===== src/verilog/adcc_defines.svh =====
// Register indices, field positions, reset values and timing counts
// for the converter control block.
// Assumes a 32-bit AXI4-Lite bus, one register per aligned word.
`ifndef ADCC_DEFINES_SVH
`define ADCC_DEFINES_SVH

// Register indices; byte address is four times the index
`define ADCC_IDX_MODE      10'h0C4
`define ADCC_IDX_RESULT    10'h0C5
`define ADCC_IDX_START     10'h0C6
`define ADCC_IDX_IRQ_STAT  10'h0C7
`define ADCC_IDX_IRQ_MASK  10'h0C8

// Bus address width in bits
`define ADCC_AW            12

// Mode register fields
`define ADCC_MODE_CLKSEL_BIT 7
`define ADCC_MODE_TRGEN_BIT  6
`define ADCC_MODE_RSV      2'h3
`define ADCC_MODE_RST      8'h30

// Start/status register fields
`define ADCC_RUN_BIT       7
`define ADCC_START_RSV     7'h7F

// Interrupt status bits
`define ADCC_IRQ_DONE_BIT  0
`define ADCC_IRQ_TRIG_BIT  1
`define ADCC_IRQ_W         2

// Conversion period in system clock cycles
`define ADCC_PERIOD_SLOW   6'h3E
`define ADCC_PERIOD_FAST   6'h1F

// Bus responses
`define ADCC_RESP_OKAY     2'h0
`define ADCC_RESP_SLVERR   2'h2

`endif


===== src/verilog/adcc_pkg.sv =====
// Types shared by the converter control block and its timer.
// Assumes adcc_defines.svh is on the include path.
`include "adcc_defines.svh"

package adcc_pkg;

   // Conversion timer states
   typedef enum logic [0:0] {
      ADCC_IDLE = 1'b0,
      ADCC_RUN  = 1'b1
   } adcc_tmr_state_t;

   // Whole state of the timer
   typedef struct packed {
      adcc_tmr_state_t state;
      logic [5:0]      cnt;
   } adcc_tmr_t;

   // Whole state of the control block
   typedef struct packed {
      logic                    aw_held;
      logic [`ADCC_AW-1:0]     awaddr;
      logic                    w_held;
      logic [31:0]             wdata;
      logic [3:0]              wstrb;
      logic                    bvalid;
      logic [1:0]              bresp;
      logic                    rvalid;
      logic [31:0]             rdata;
      logic [1:0]              rresp;
      logic [7:0]              mode;
      logic                    run;
      logic [7:0]              result;
      logic [`ADCC_IRQ_W-1:0]  irq_stat;
      logic [`ADCC_IRQ_W-1:0]  irq_mask;
      logic [2:0]              trg_sync;
      logic [7:0]              data_s1;
      logic [7:0]              data_s2;
   } adcc_state_t;

endpackage : adcc_pkg


===== src/verilog/adcc_conv_if.sv =====
// Control/timing handshake between the register side and the timer.
// Assumes both ends run on the same aclk.
`timescale 1ns/1ps

interface adcc_conv_if;
   logic start;  // Pulse: (re)start a conversion
   logic stop;   // Pulse: abort the running conversion
   logic fast;   // Level: short conversion period selected
   logic done;   // Pulse: conversion period elapsed
   logic busy;   // Level: timer counting

   modport ctl (output start, output stop, output fast, input done, input busy);
   modport tmr (input start, input stop, input fast, output done, output busy);
endinterface : adcc_conv_if


===== src/verilog/adcc_conv_timer.sv =====
// Conversion period timer for the converter control block.
// Assumes start/stop are one-cycle pulses on aclk.
`timescale 1ns/1ps

module adcc_conv_timer
   import adcc_pkg::*;
(
   input  wire logic  aclk,
   input  wire logic  aresetn,
   adcc_conv_if.tmr   cv
);

   adcc_tmr_t st_ff;       // Registered state
   adcc_tmr_t nxt_st;      // Next state
   logic      period_end;  // Last counted cycle, run not cut short

   // Next-state logic; a start always reloads, so start beats stop
   always_comb begin
      nxt_st   = st_ff;
      period_end = 1'b0;
      case (st_ff.state)
         ADCC_IDLE: begin
            if (cv.start) begin
               nxt_st.state = ADCC_RUN;
               nxt_st.cnt   = cv.fast ? `ADCC_PERIOD_FAST - 6'd1
                                      : `ADCC_PERIOD_SLOW - 6'd1;
            end
         end
         ADCC_RUN: begin
            if (cv.start) begin
               // Restart from full period
               nxt_st.cnt = cv.fast ? `ADCC_PERIOD_FAST - 6'd1
                                    : `ADCC_PERIOD_SLOW - 6'd1;
            end else if (cv.stop) begin
               nxt_st.state = ADCC_IDLE;
               nxt_st.cnt   = 6'h00;
            end else if (st_ff.cnt == 6'h00) begin
               nxt_st.state = ADCC_IDLE;
               period_end   = 1'b1;
            end else begin
               nxt_st.cnt = st_ff.cnt - 6'd1;
            end
         end
         default: begin
            nxt_st = '{state: ADCC_IDLE, cnt: 6'h00};
         end
      endcase
   end

   // State registers
   always_ff @(posedge aclk) begin
      if (!aresetn) begin
         st_ff <= '{state: ADCC_IDLE, cnt: 6'h00};
      end else begin
         st_ff <= nxt_st;
      end
   end

   // End strobe straight from the count: the run flag then drops on
   // the 62nd or 31st edge after the start, not one edge late
   assign cv.done = period_end;
   assign cv.busy = (st_ff.state == ADCC_RUN);

endmodule : adcc_conv_timer


===== src/verilog/adcc_ctrl.sv =====
// Converter control block: AXI4-Lite registers, trigger pin, result
// capture and interrupt.
// Operation
// - trigger disabled means pin edges ignored
// - trigger enabled starts conversion on either edge
// - 8-bit read-only result register at index C5
// - run flag bit 7: write starts/stops, reads progress
// Assumes trigger pin and converter data are asynchronous to aclk;
// the analog front end holds adc_data stable at the end of a period.
// Registers are at most 8 bits wide, in the low byte lane of each word.
// The channel field is stored and driven out, nothing more.
//
// Register access over AXI4-Lite was left to the implementer.
`timescale 1ns/1ps

module adcc_ctrl
   import adcc_pkg::*;
(
   input  wire logic                aclk,
   input  wire logic                aresetn,
   // Write address channel
   input  wire logic                s_axi_awvalid,
   output logic                     s_axi_awready,
   input  wire logic [`ADCC_AW-1:0] s_axi_awaddr,
   // Write data channel
   input  wire logic                s_axi_wvalid,
   output logic                     s_axi_wready,
   input  wire logic [31:0]         s_axi_wdata,
   input  wire logic [3:0]          s_axi_wstrb,
   // Write response channel
   output logic                     s_axi_bvalid,
   input  wire logic                s_axi_bready,
   output logic [1:0]               s_axi_bresp,
   // Read address channel
   input  wire logic                s_axi_arvalid,
   output logic                     s_axi_arready,
   input  wire logic [`ADCC_AW-1:0] s_axi_araddr,
   // Read data channel
   output logic                     s_axi_rvalid,
   input  wire logic                s_axi_rready,
   output logic [31:0]              s_axi_rdata,
   output logic [1:0]               s_axi_rresp,
   // Converter side
   input  wire logic                conv_trigger_pin,
   input  wire logic [7:0]          adc_data,
   output logic [3:0]               conv_channel,
   output logic                     conv_busy,
   output logic                     irq
);

   // Reset image of the whole state
   // Result starts at zero, though software must not rely on it
   localparam adcc_state_t RST = '{
      aw_held:  1'b0,
      awaddr:   '0,
      w_held:   1'b0,
      wdata:    32'h0000_0000,
      wstrb:    4'h0,
      bvalid:   1'b0,
      bresp:    `ADCC_RESP_OKAY,
      rvalid:   1'b0,
      rdata:    32'h0000_0000,
      rresp:    `ADCC_RESP_OKAY,
      mode:     `ADCC_MODE_RST,
      run:      1'b0,
      result:   8'h00,
      irq_stat: '0,
      irq_mask: '0,
      trg_sync: 3'h0,
      data_s1:  8'h00,
      data_s2:  8'h00
   };

   adcc_state_t st_ff;   // Registered state
   adcc_state_t nxt_st;  // Next state

   adcc_conv_if cv ();   // Link to the period timer

   // Decoded bus events
   // All of them are pure gates on flops and bus inputs
   logic        aw_take;     // Address handshake this cycle
   logic        w_take;      // Data handshake this cycle
   logic        wr_fire;     // Both halves held, do the write
   logic [9:0]  wr_idx;      // Word index of the write
   logic [9:0]  rd_idx;      // Word index of the read
   logic        ar_take;     // Read address handshake
   logic        wr_lane0;    // Low byte lane enabled

   // Converter events
   // One-cycle strobes, each valid only in its own cycle
   logic        trg_edge;    // Either edge seen on the trigger pin
   logic        trg_start;   // Edge accepted as a start
   logic        sw_start;    // Software wrote a one to the run flag
   logic        sw_stop;     // Software wrote a zero to the run flag
   logic        irq_rd_clr;  // Read of interrupt status
   logic [`ADCC_IRQ_W-1:0] irq_evt;  // Events this cycle

   // Period timer
   // Separate module so the count can be checked on its own
   adcc_conv_timer u_timer (
      .aclk    (aclk),
      .aresetn (aresetn),
      .cv      (cv.tmr)
   );

   // Handshake readies; one write and one read in flight at most
   // Each half is parked in its own holding flop, so address and
   // data may arrive in either order or on the same edge.
   // A pending response blocks both halves: no second write starts
   // before the master has taken the first answer.
   assign s_axi_awready = !st_ff.aw_held && !st_ff.bvalid;
   assign s_axi_wready  = !st_ff.w_held && !st_ff.bvalid;
   assign s_axi_arready = !st_ff.rvalid;

   // Transfers happen where valid meets ready
   assign aw_take  = s_axi_awvalid && s_axi_awready;
   assign w_take   = s_axi_wvalid && s_axi_wready;
   assign ar_take  = s_axi_arvalid && s_axi_arready;
   assign wr_fire  = st_ff.aw_held && st_ff.w_held;
   assign wr_idx   = st_ff.awaddr[11:2];
   assign rd_idx   = s_axi_araddr[11:2];
   assign wr_lane0 = st_ff.wstrb[0];

   // Edge of the synchronised pin; the first stage is not looked at.
   // Stages one and two tame metastability, stage three is history,
   // so a pin change reaches the timer three edges later.
   // Limitation: a level held for under one clock may be missed.
   // Either direction counts; the enable bit alone gates the start.
   assign trg_edge  = st_ff.trg_sync[1] ^ st_ff.trg_sync[2];
   assign trg_start = trg_edge && st_ff.mode[`ADCC_MODE_TRGEN_BIT];

   // Run flag writes need the low lane
   // Decoded from the held word, one edge after both halves landed
   assign sw_start = wr_fire && wr_lane0 && (wr_idx == `ADCC_IDX_START)
                     && st_ff.wdata[`ADCC_RUN_BIT];
   assign sw_stop  = wr_fire && wr_lane0 && (wr_idx == `ADCC_IDX_START)
                     && !st_ff.wdata[`ADCC_RUN_BIT];

   // Status read clears on the address handshake
   // The data word is built from the old status in the same cycle,
   // so the master still sees the bits that it is clearing.
   assign irq_rd_clr = ar_take && (rd_idx == `ADCC_IDX_IRQ_STAT);

   // Event vector for the sticky status
   // Bit 0 marks a finished period, bit 1 an accepted pin start
   always_comb begin
      // Unused positions stay zero
      irq_evt                     = '0;
      irq_evt[`ADCC_IRQ_DONE_BIT] = cv.done;
      irq_evt[`ADCC_IRQ_TRIG_BIT] = trg_start;
   end

   // Timer control; a start pulse always reloads the full period
   // The select bit is read live, so changing it mid-run alters
   // only the next load, never the count already under way.
   // Keeping the conversion time long enough is left to software.
   assign cv.start = sw_start || trg_start;
   assign cv.stop  = sw_stop;
   assign cv.fast  = st_ff.mode[`ADCC_MODE_CLKSEL_BIT];

   // Next-state logic for bus, registers, sync chains and interrupt
   always_comb begin
      // Default: every field holds its value
      nxt_st = st_ff;

      // Synchronisers: pin and converter data
      // The sample word crosses without a handshake; this is safe only
      // because the front end holds it steady through a whole period.
      nxt_st.trg_sync = {st_ff.trg_sync[1:0], conv_trigger_pin};
      nxt_st.data_s1  = adc_data;
      nxt_st.data_s2  = st_ff.data_s1;

      // Capture of the write address
      // Held until the write fires; awready stays low meanwhile
      if (aw_take) begin
         nxt_st.aw_held = 1'b1;
         nxt_st.awaddr  = s_axi_awaddr;
      end

      // Capture of the write data
      // Strobes kept so the decode can honour the low lane
      if (w_take) begin
         nxt_st.w_held = 1'b1;
         nxt_st.wdata  = s_axi_wdata;
         nxt_st.wstrb  = s_axi_wstrb;
      end

      // Register write once both halves are in
      // Costs one edge over a direct write but keeps the decode
      // off the bus inputs; the answer follows on the next edge.
      if (wr_fire) begin
         nxt_st.aw_held = 1'b0;
         nxt_st.w_held  = 1'b0;
         nxt_st.bvalid  = 1'b1;
         nxt_st.bresp   = `ADCC_RESP_OKAY;
         case (wr_idx)
            `ADCC_IDX_MODE: begin
               if (wr_lane0) begin
                  // Reserved bits are stored but read back as ones
                  nxt_st.mode = st_ff.wdata[7:0];
               end
            end
            `ADCC_IDX_START: begin
               // Run flag handled below with its set/clear priority
               // so that a start and a stop never fight here
            end
            `ADCC_IDX_IRQ_MASK: begin
               if (wr_lane0) begin
                  // Upper bits of the word are ignored
                  nxt_st.irq_mask = st_ff.wdata[`ADCC_IRQ_W-1:0];
               end
            end
            `ADCC_IDX_RESULT,
            `ADCC_IDX_IRQ_STAT: begin
               // Read-only words: write dropped, answer still OKAY
               // Software gets no error for a harmless write
            end
            default: begin
               // Unknown index: nothing stored
               nxt_st.bresp = `ADCC_RESP_SLVERR;
            end
         endcase
      end

      // Write response leaves on bready
      // Answer and response code stand until the master takes them
      if (st_ff.bvalid && s_axi_bready) begin
         nxt_st.bvalid = 1'b0;
      end

      // Read: data registered one cycle after the address
      // Reserved bits read as ones, unused upper bits as zeros;
      // an unknown index answers with an error and zero data.
      if (ar_take) begin
         nxt_st.rvalid = 1'b1;
         nxt_st.rresp  = `ADCC_RESP_OKAY;
         nxt_st.rdata  = 32'h0000_0000;
         case (rd_idx)
            `ADCC_IDX_MODE: begin
               nxt_st.rdata[7:0] = {st_ff.mode[7:6], `ADCC_MODE_RSV,
                                    st_ff.mode[3:0]};
            end
            `ADCC_IDX_RESULT: begin
               nxt_st.rdata[7:0] = st_ff.result;
            end
            `ADCC_IDX_START: begin
               nxt_st.rdata[7:0] = {st_ff.run, `ADCC_START_RSV};
            end
            `ADCC_IDX_IRQ_STAT: begin
               nxt_st.rdata[`ADCC_IRQ_W-1:0] = st_ff.irq_stat;
            end
            `ADCC_IDX_IRQ_MASK: begin
               nxt_st.rdata[`ADCC_IRQ_W-1:0] = st_ff.irq_mask;
            end
            default: begin
               // Unknown index: data stays zero
               nxt_st.rresp = `ADCC_RESP_SLVERR;
            end
         endcase
      end else if (st_ff.rvalid && s_axi_rready) begin
         // Read data leaves once the master takes it
         nxt_st.rvalid = 1'b0;
      end

      // Run flag: a start in the same cycle as a stop or end wins
      // A start during a run restarts the full period and keeps the
      // flag high; an idle timer also drops it, so the flag can
      // never outlive the count that it reports.
      if (sw_start || trg_start) begin
         nxt_st.run = 1'b1;
      end else if (sw_stop || cv.done || !cv.busy) begin
         nxt_st.run = 1'b0;
      end

      // Result only changes when a period completes normally
      // An aborted run leaves the previous result in place
      if (cv.done) begin
         nxt_st.result = st_ff.data_s2;
      end

      // Sticky status; an event in the clearing cycle survives
      // Set beats clear, so no event is lost to a read in flight
      nxt_st.irq_stat = (irq_rd_clr ? '0 : st_ff.irq_stat) | irq_evt;
   end

   // All state in one register
   // Synchronous reset; also flushes any half-taken bus transfer
   always_ff @(posedge aclk) begin
      if (!aresetn) begin
         st_ff <= RST;
      end else begin
         st_ff <= nxt_st;
      end
   end

   // Outputs, all from flip-flops
   // The interrupt is a gate on two registers, so it cannot glitch
   // on a bus input; it stays high until software reads the status or clears its mask bit.
   assign s_axi_bvalid = st_ff.bvalid;
   assign s_axi_bresp  = st_ff.bresp;
   assign s_axi_rvalid = st_ff.rvalid;
   assign s_axi_rdata  = st_ff.rdata;
   assign s_axi_rresp  = st_ff.rresp;
   assign conv_channel = st_ff.mode[3:0];
   assign conv_busy    = st_ff.run;
   assign irq          = |(st_ff.irq_stat & st_ff.irq_mask);

endmodule : adcc_ctrl


===== config.mk =====
export PLATFORM = sky130hd
export DESIGN_NAME = adcc_ctrl
export DESIGN_NICKNAME = d
export VERILOG_FILES = /design/src/verilog/adcc_pkg.sv /design/src/verilog/adcc_conv_if.sv /design/src/verilog/adcc_conv_timer.sv /design/src/verilog/adcc_ctrl.sv
export VERILOG_INCLUDE_DIRS = /design/src /design/src/verilog
export SDC_FILE = /design/constraint.sdc
export NUM_CORES = 1
export LEC_CHECK = 0
export BUFFER_PORTS_ARGS = -buffer_cell sky130_fd_sc_hd__buf_4
export CAP_MARGIN = 40
export CORE_MARGIN = 2
export CORE_UTILIZATION = 44
export DETAILED_ROUTE_END_ITERATION = 16
export PLACE_DENSITY = 0.75
export SYNTH_ARGS = -nofsm -noshare
export SYNTH_HDL_FRONTEND = slang
export SYNTH_SLANG_ARGS = --single-unit
export TNS_END_PERCENT = 10

===== constraint.sdc =====
create_clock -name aclk -period 1.6 [get_ports aclk]
set_input_delay 0.32 -clock aclk [delete_from_list [all_inputs] [get_ports aclk]]
set_output_delay 0.32 -clock aclk [all_outputs]
set_load 0.02 [all_outputs]

==> impl_metrics.tcl <==
set metrics [dict create \
    status "complete, but fails checks" \
    violations "negative setup slack" \
    cts_tree "done" \
    ir_drop_mv 0.5365 \
    dieWidth_um 91.45 \
    crit_fanout 6 \
    core_area_um2 7331 \
    core.rowCount 31 \
    grt_usage_pct 17.15 \
    overflow 0 \
    dp.cells 537 \
    grt_max_degree 45 \
    clock-sinks 76 \
    power_density_nw_per_um2 948.7 \
    avgSynthCellArea_um2 8.808 \
    drv_cap 0 \
    hp-class "in2reg" \
    ys_ff_latch 76 \
    start_util_pct 45.90 \
    cp-end-kind "register" \
    clk_path_buf_depth 2 \
    fillers 648 \
    cp_data_required_time_ns 1.85 \
    synth_top_area_cell "dfxtp_1" \
    crit_chain "and4bb_2, a41oi_4, nand2_1, a2bb2oi_1, a211oi_1" \
    setup_ws_ns -0.07767 \
    dpl.hpwl_mm 4.939 \
    post-place-ws_ns -0.2554 \
    grt_pass1_vias 2534 \
    num_vias 2672 \
    cp-start-kind "register" \
    post_drt_wl_per_cell_um 12.37 \
    cpPeakStageDelay_ns 0.37 \
    layout-drive-gt1-share_pct 27.97 \
    synth_cell_types 46 \
    timing.fmax_ghz 0.5961 \
    io_pins 123 \
    synth_edf_count 0 \
    grt_pass1_wl_mm 11.52 \
    synth_top_area_share_pct 45.22 \
    fin_cells 553 \
    die_h_um 91.45 \
    fin_skew_ns 0.009314 \
    place.gp.congestion 0.7928 \
    synth-warning-count 0 \
    drc 0 \
    rsz0062_at_grt "yes" \
    worstPathArrival_ns 1.93 \
    die_area_um2 8362 \
    vias_per_cell 4.832 \
    wl_mm 6.842 \
    finalHoldViolCount 0 \
    worstSetupPathType "reg2reg" \
    cts.clk_slew.worst_paths_ns 0.08 \
    nNetsFinal 527 \
    hold_buffers 0 \
    post-route-min-period_ns 1.678 \
    setup_viol 6 \
    netlist_instances 382 \
    final_area_um2 4167 \
    drtIter0Drc 134 \
    worstSkewPairLatency_ns 0.35 \
    yosysSeqAreaShare_pct 45.22 \
    cts_made_buffers 9 \
    root_buffer "clkbuf_8" \
    ctsHtreeMaxLevel 3 \
    timing.final.crit_share_pct 104.9 \
    postSynth.asyncResetShare_pct 0 \
    antenna-diode-count 0 \
    post_dp_cell_area_um2 3900 \
    synthTopCellsByArea "dfxtp_1, buf_4, mux2i_1" \
    drt_first_pass_iters 4 \
    io_buffer_count 63 \
    drv_slew 0 \
    r2r_setup_slack_ns -0.08 \
    antenna_found_initial 0 \
    synth_ff_type "dfxtp_1" \
    area_growth_pct 23.84 \
    finalHoldWorstSlack_ns 0.1477 \
    cp_slowest_cell "a41oi_4" \
    leakagePower_uw 0.001810 \
    syn_area_um2 3364 \
    drtAntennaViolNets 0 \
]
flip-flops by register name (all words and copies together), names as in the netlist:
register and flops:
conv_busy 1, conv_channel 4, cv.fast 1, nxt_st 10
s_axi_bresp 1, s_axi_bvalid 1, s_axi_rdata 8, s_axi_rresp 1
s_axi_rvalid 1, st_ff 41, u_timer.cv.busy 1, u_timer.st_ff 6
placed cells by master (no fill, tap or decap), types with 4 or more instances in the layout:
cell type,count
dfxtp_1,74
nand2_1,45
a211oi_1,4
and2_1,22
nor2_1,36
clkbuf_8,9
mux2i_1,26
a21oi_1,29
inv_1,9
nand3_1,9
conb_1,26
buf_4,85
o21ai_0,10
cells in the mapped netlist, drive strengths merged, types with 4 or more instances:
cell and number:
a211oi 4, clkbuf 15, inv 11, nand3 10, dfxtp 76, buf 41
mux2i 26, and2 23, a21oi 29, o21ai 12, nor2 38, a31o 4
nand2 47
per-layer routing:
metal,GRT usage [%],vias up,part of all wire (%)
met2,27.08,90,47
met4,6.566,0,1.5
met3,5.477,14,6.1
met5,0,-,0
li1,-,1364,-
met1,21.78,1204,46
stage by stage:
step                      setup TNS [ns]  total power (uW)  utilization, %
after global routing             -0.6978              4129           56.84
after global placement           -0.6836              2437           53.20
after floorplan                  -0.3280              2327               -
after CTS                        -0.2628              3979           56.24
after detailed placement          -1.185              2446           53.20
final                            -0.2235              3953           56.84
worst max-delay path, delay by kind of cell (launching register included):
kind / cells / cell delay [ns]
flip-flops: 1 / 0.34
AND/OR/NAND/NOR: 2 / 0.45
AO/OA/AOI/OAI: 3 / 0.79
power by group:
part	internal (uW)	leakage, uW	switching, uW	total [uW]
logic	184	0.00108	230	415
clock network	762	0.000109	782	1540
registers	1960	0.000621	37.6	1990
total	2900	0.00181	1050	3950
worst paths after layout:
kind,start,endpoint,depth (start not counted)
worst max register to register,st_ff[117]$_SDFFE_PN0P_,u_timer.st_ff[1]$_SDFFE_PN0P_,5
worst max-delay path,st_ff[117]$_SDFFE_PN0P_,u_timer.st_ff[1]$_SDFFE_PN0P_,5
worst min-delay path,s_axi_rready,s_axi_rvalid$_SDFFE_PN0P_,2
worst min register to register,nxt_st[6]$_SDFF_PN0_,st_ff[6]$_SDFF_PN0_,1
cell type report:
class	instances	area, um2	share of cell area (%)
clock buffers	9	123.9	2.973
repair buffers	87	678.2	16.28
well taps	99	123.9	2.973
clock inverters	7	87.58	2.102
multi-input cells	263	1584	38.02
flip-flops and latches	76	1524	36.58
inverters	12	45.04	1.081
logic make-up (layout without fill, tap and decap cells):
logic type / Yosys count / after routing / share of synthesized area (%)
AOI/OAI and AO/OA: 66 / 66 / 12.94
xor gates and xnor gates: 1 / 1 / 0.2604
adders and majority gates: 2 / 2 / 0.7437
buffers and inverters: 68 / 115 / 12.05
DFF: 76 / 76 / 45.22
muxes: 27 / 27 / 8.070
other: 1 / 26 / 0.1115
and+or+nand+nor: 141 / 141 / 20.60
repair_timing:
item,in CTS,in global routing
pin swaps,1,4
setup endpoints to repair,11,21
gates resized for setup,2,13
endpoints found under the hold margin,0,0
setup buffers,0,0
Power figures use the tool's default switching activity.
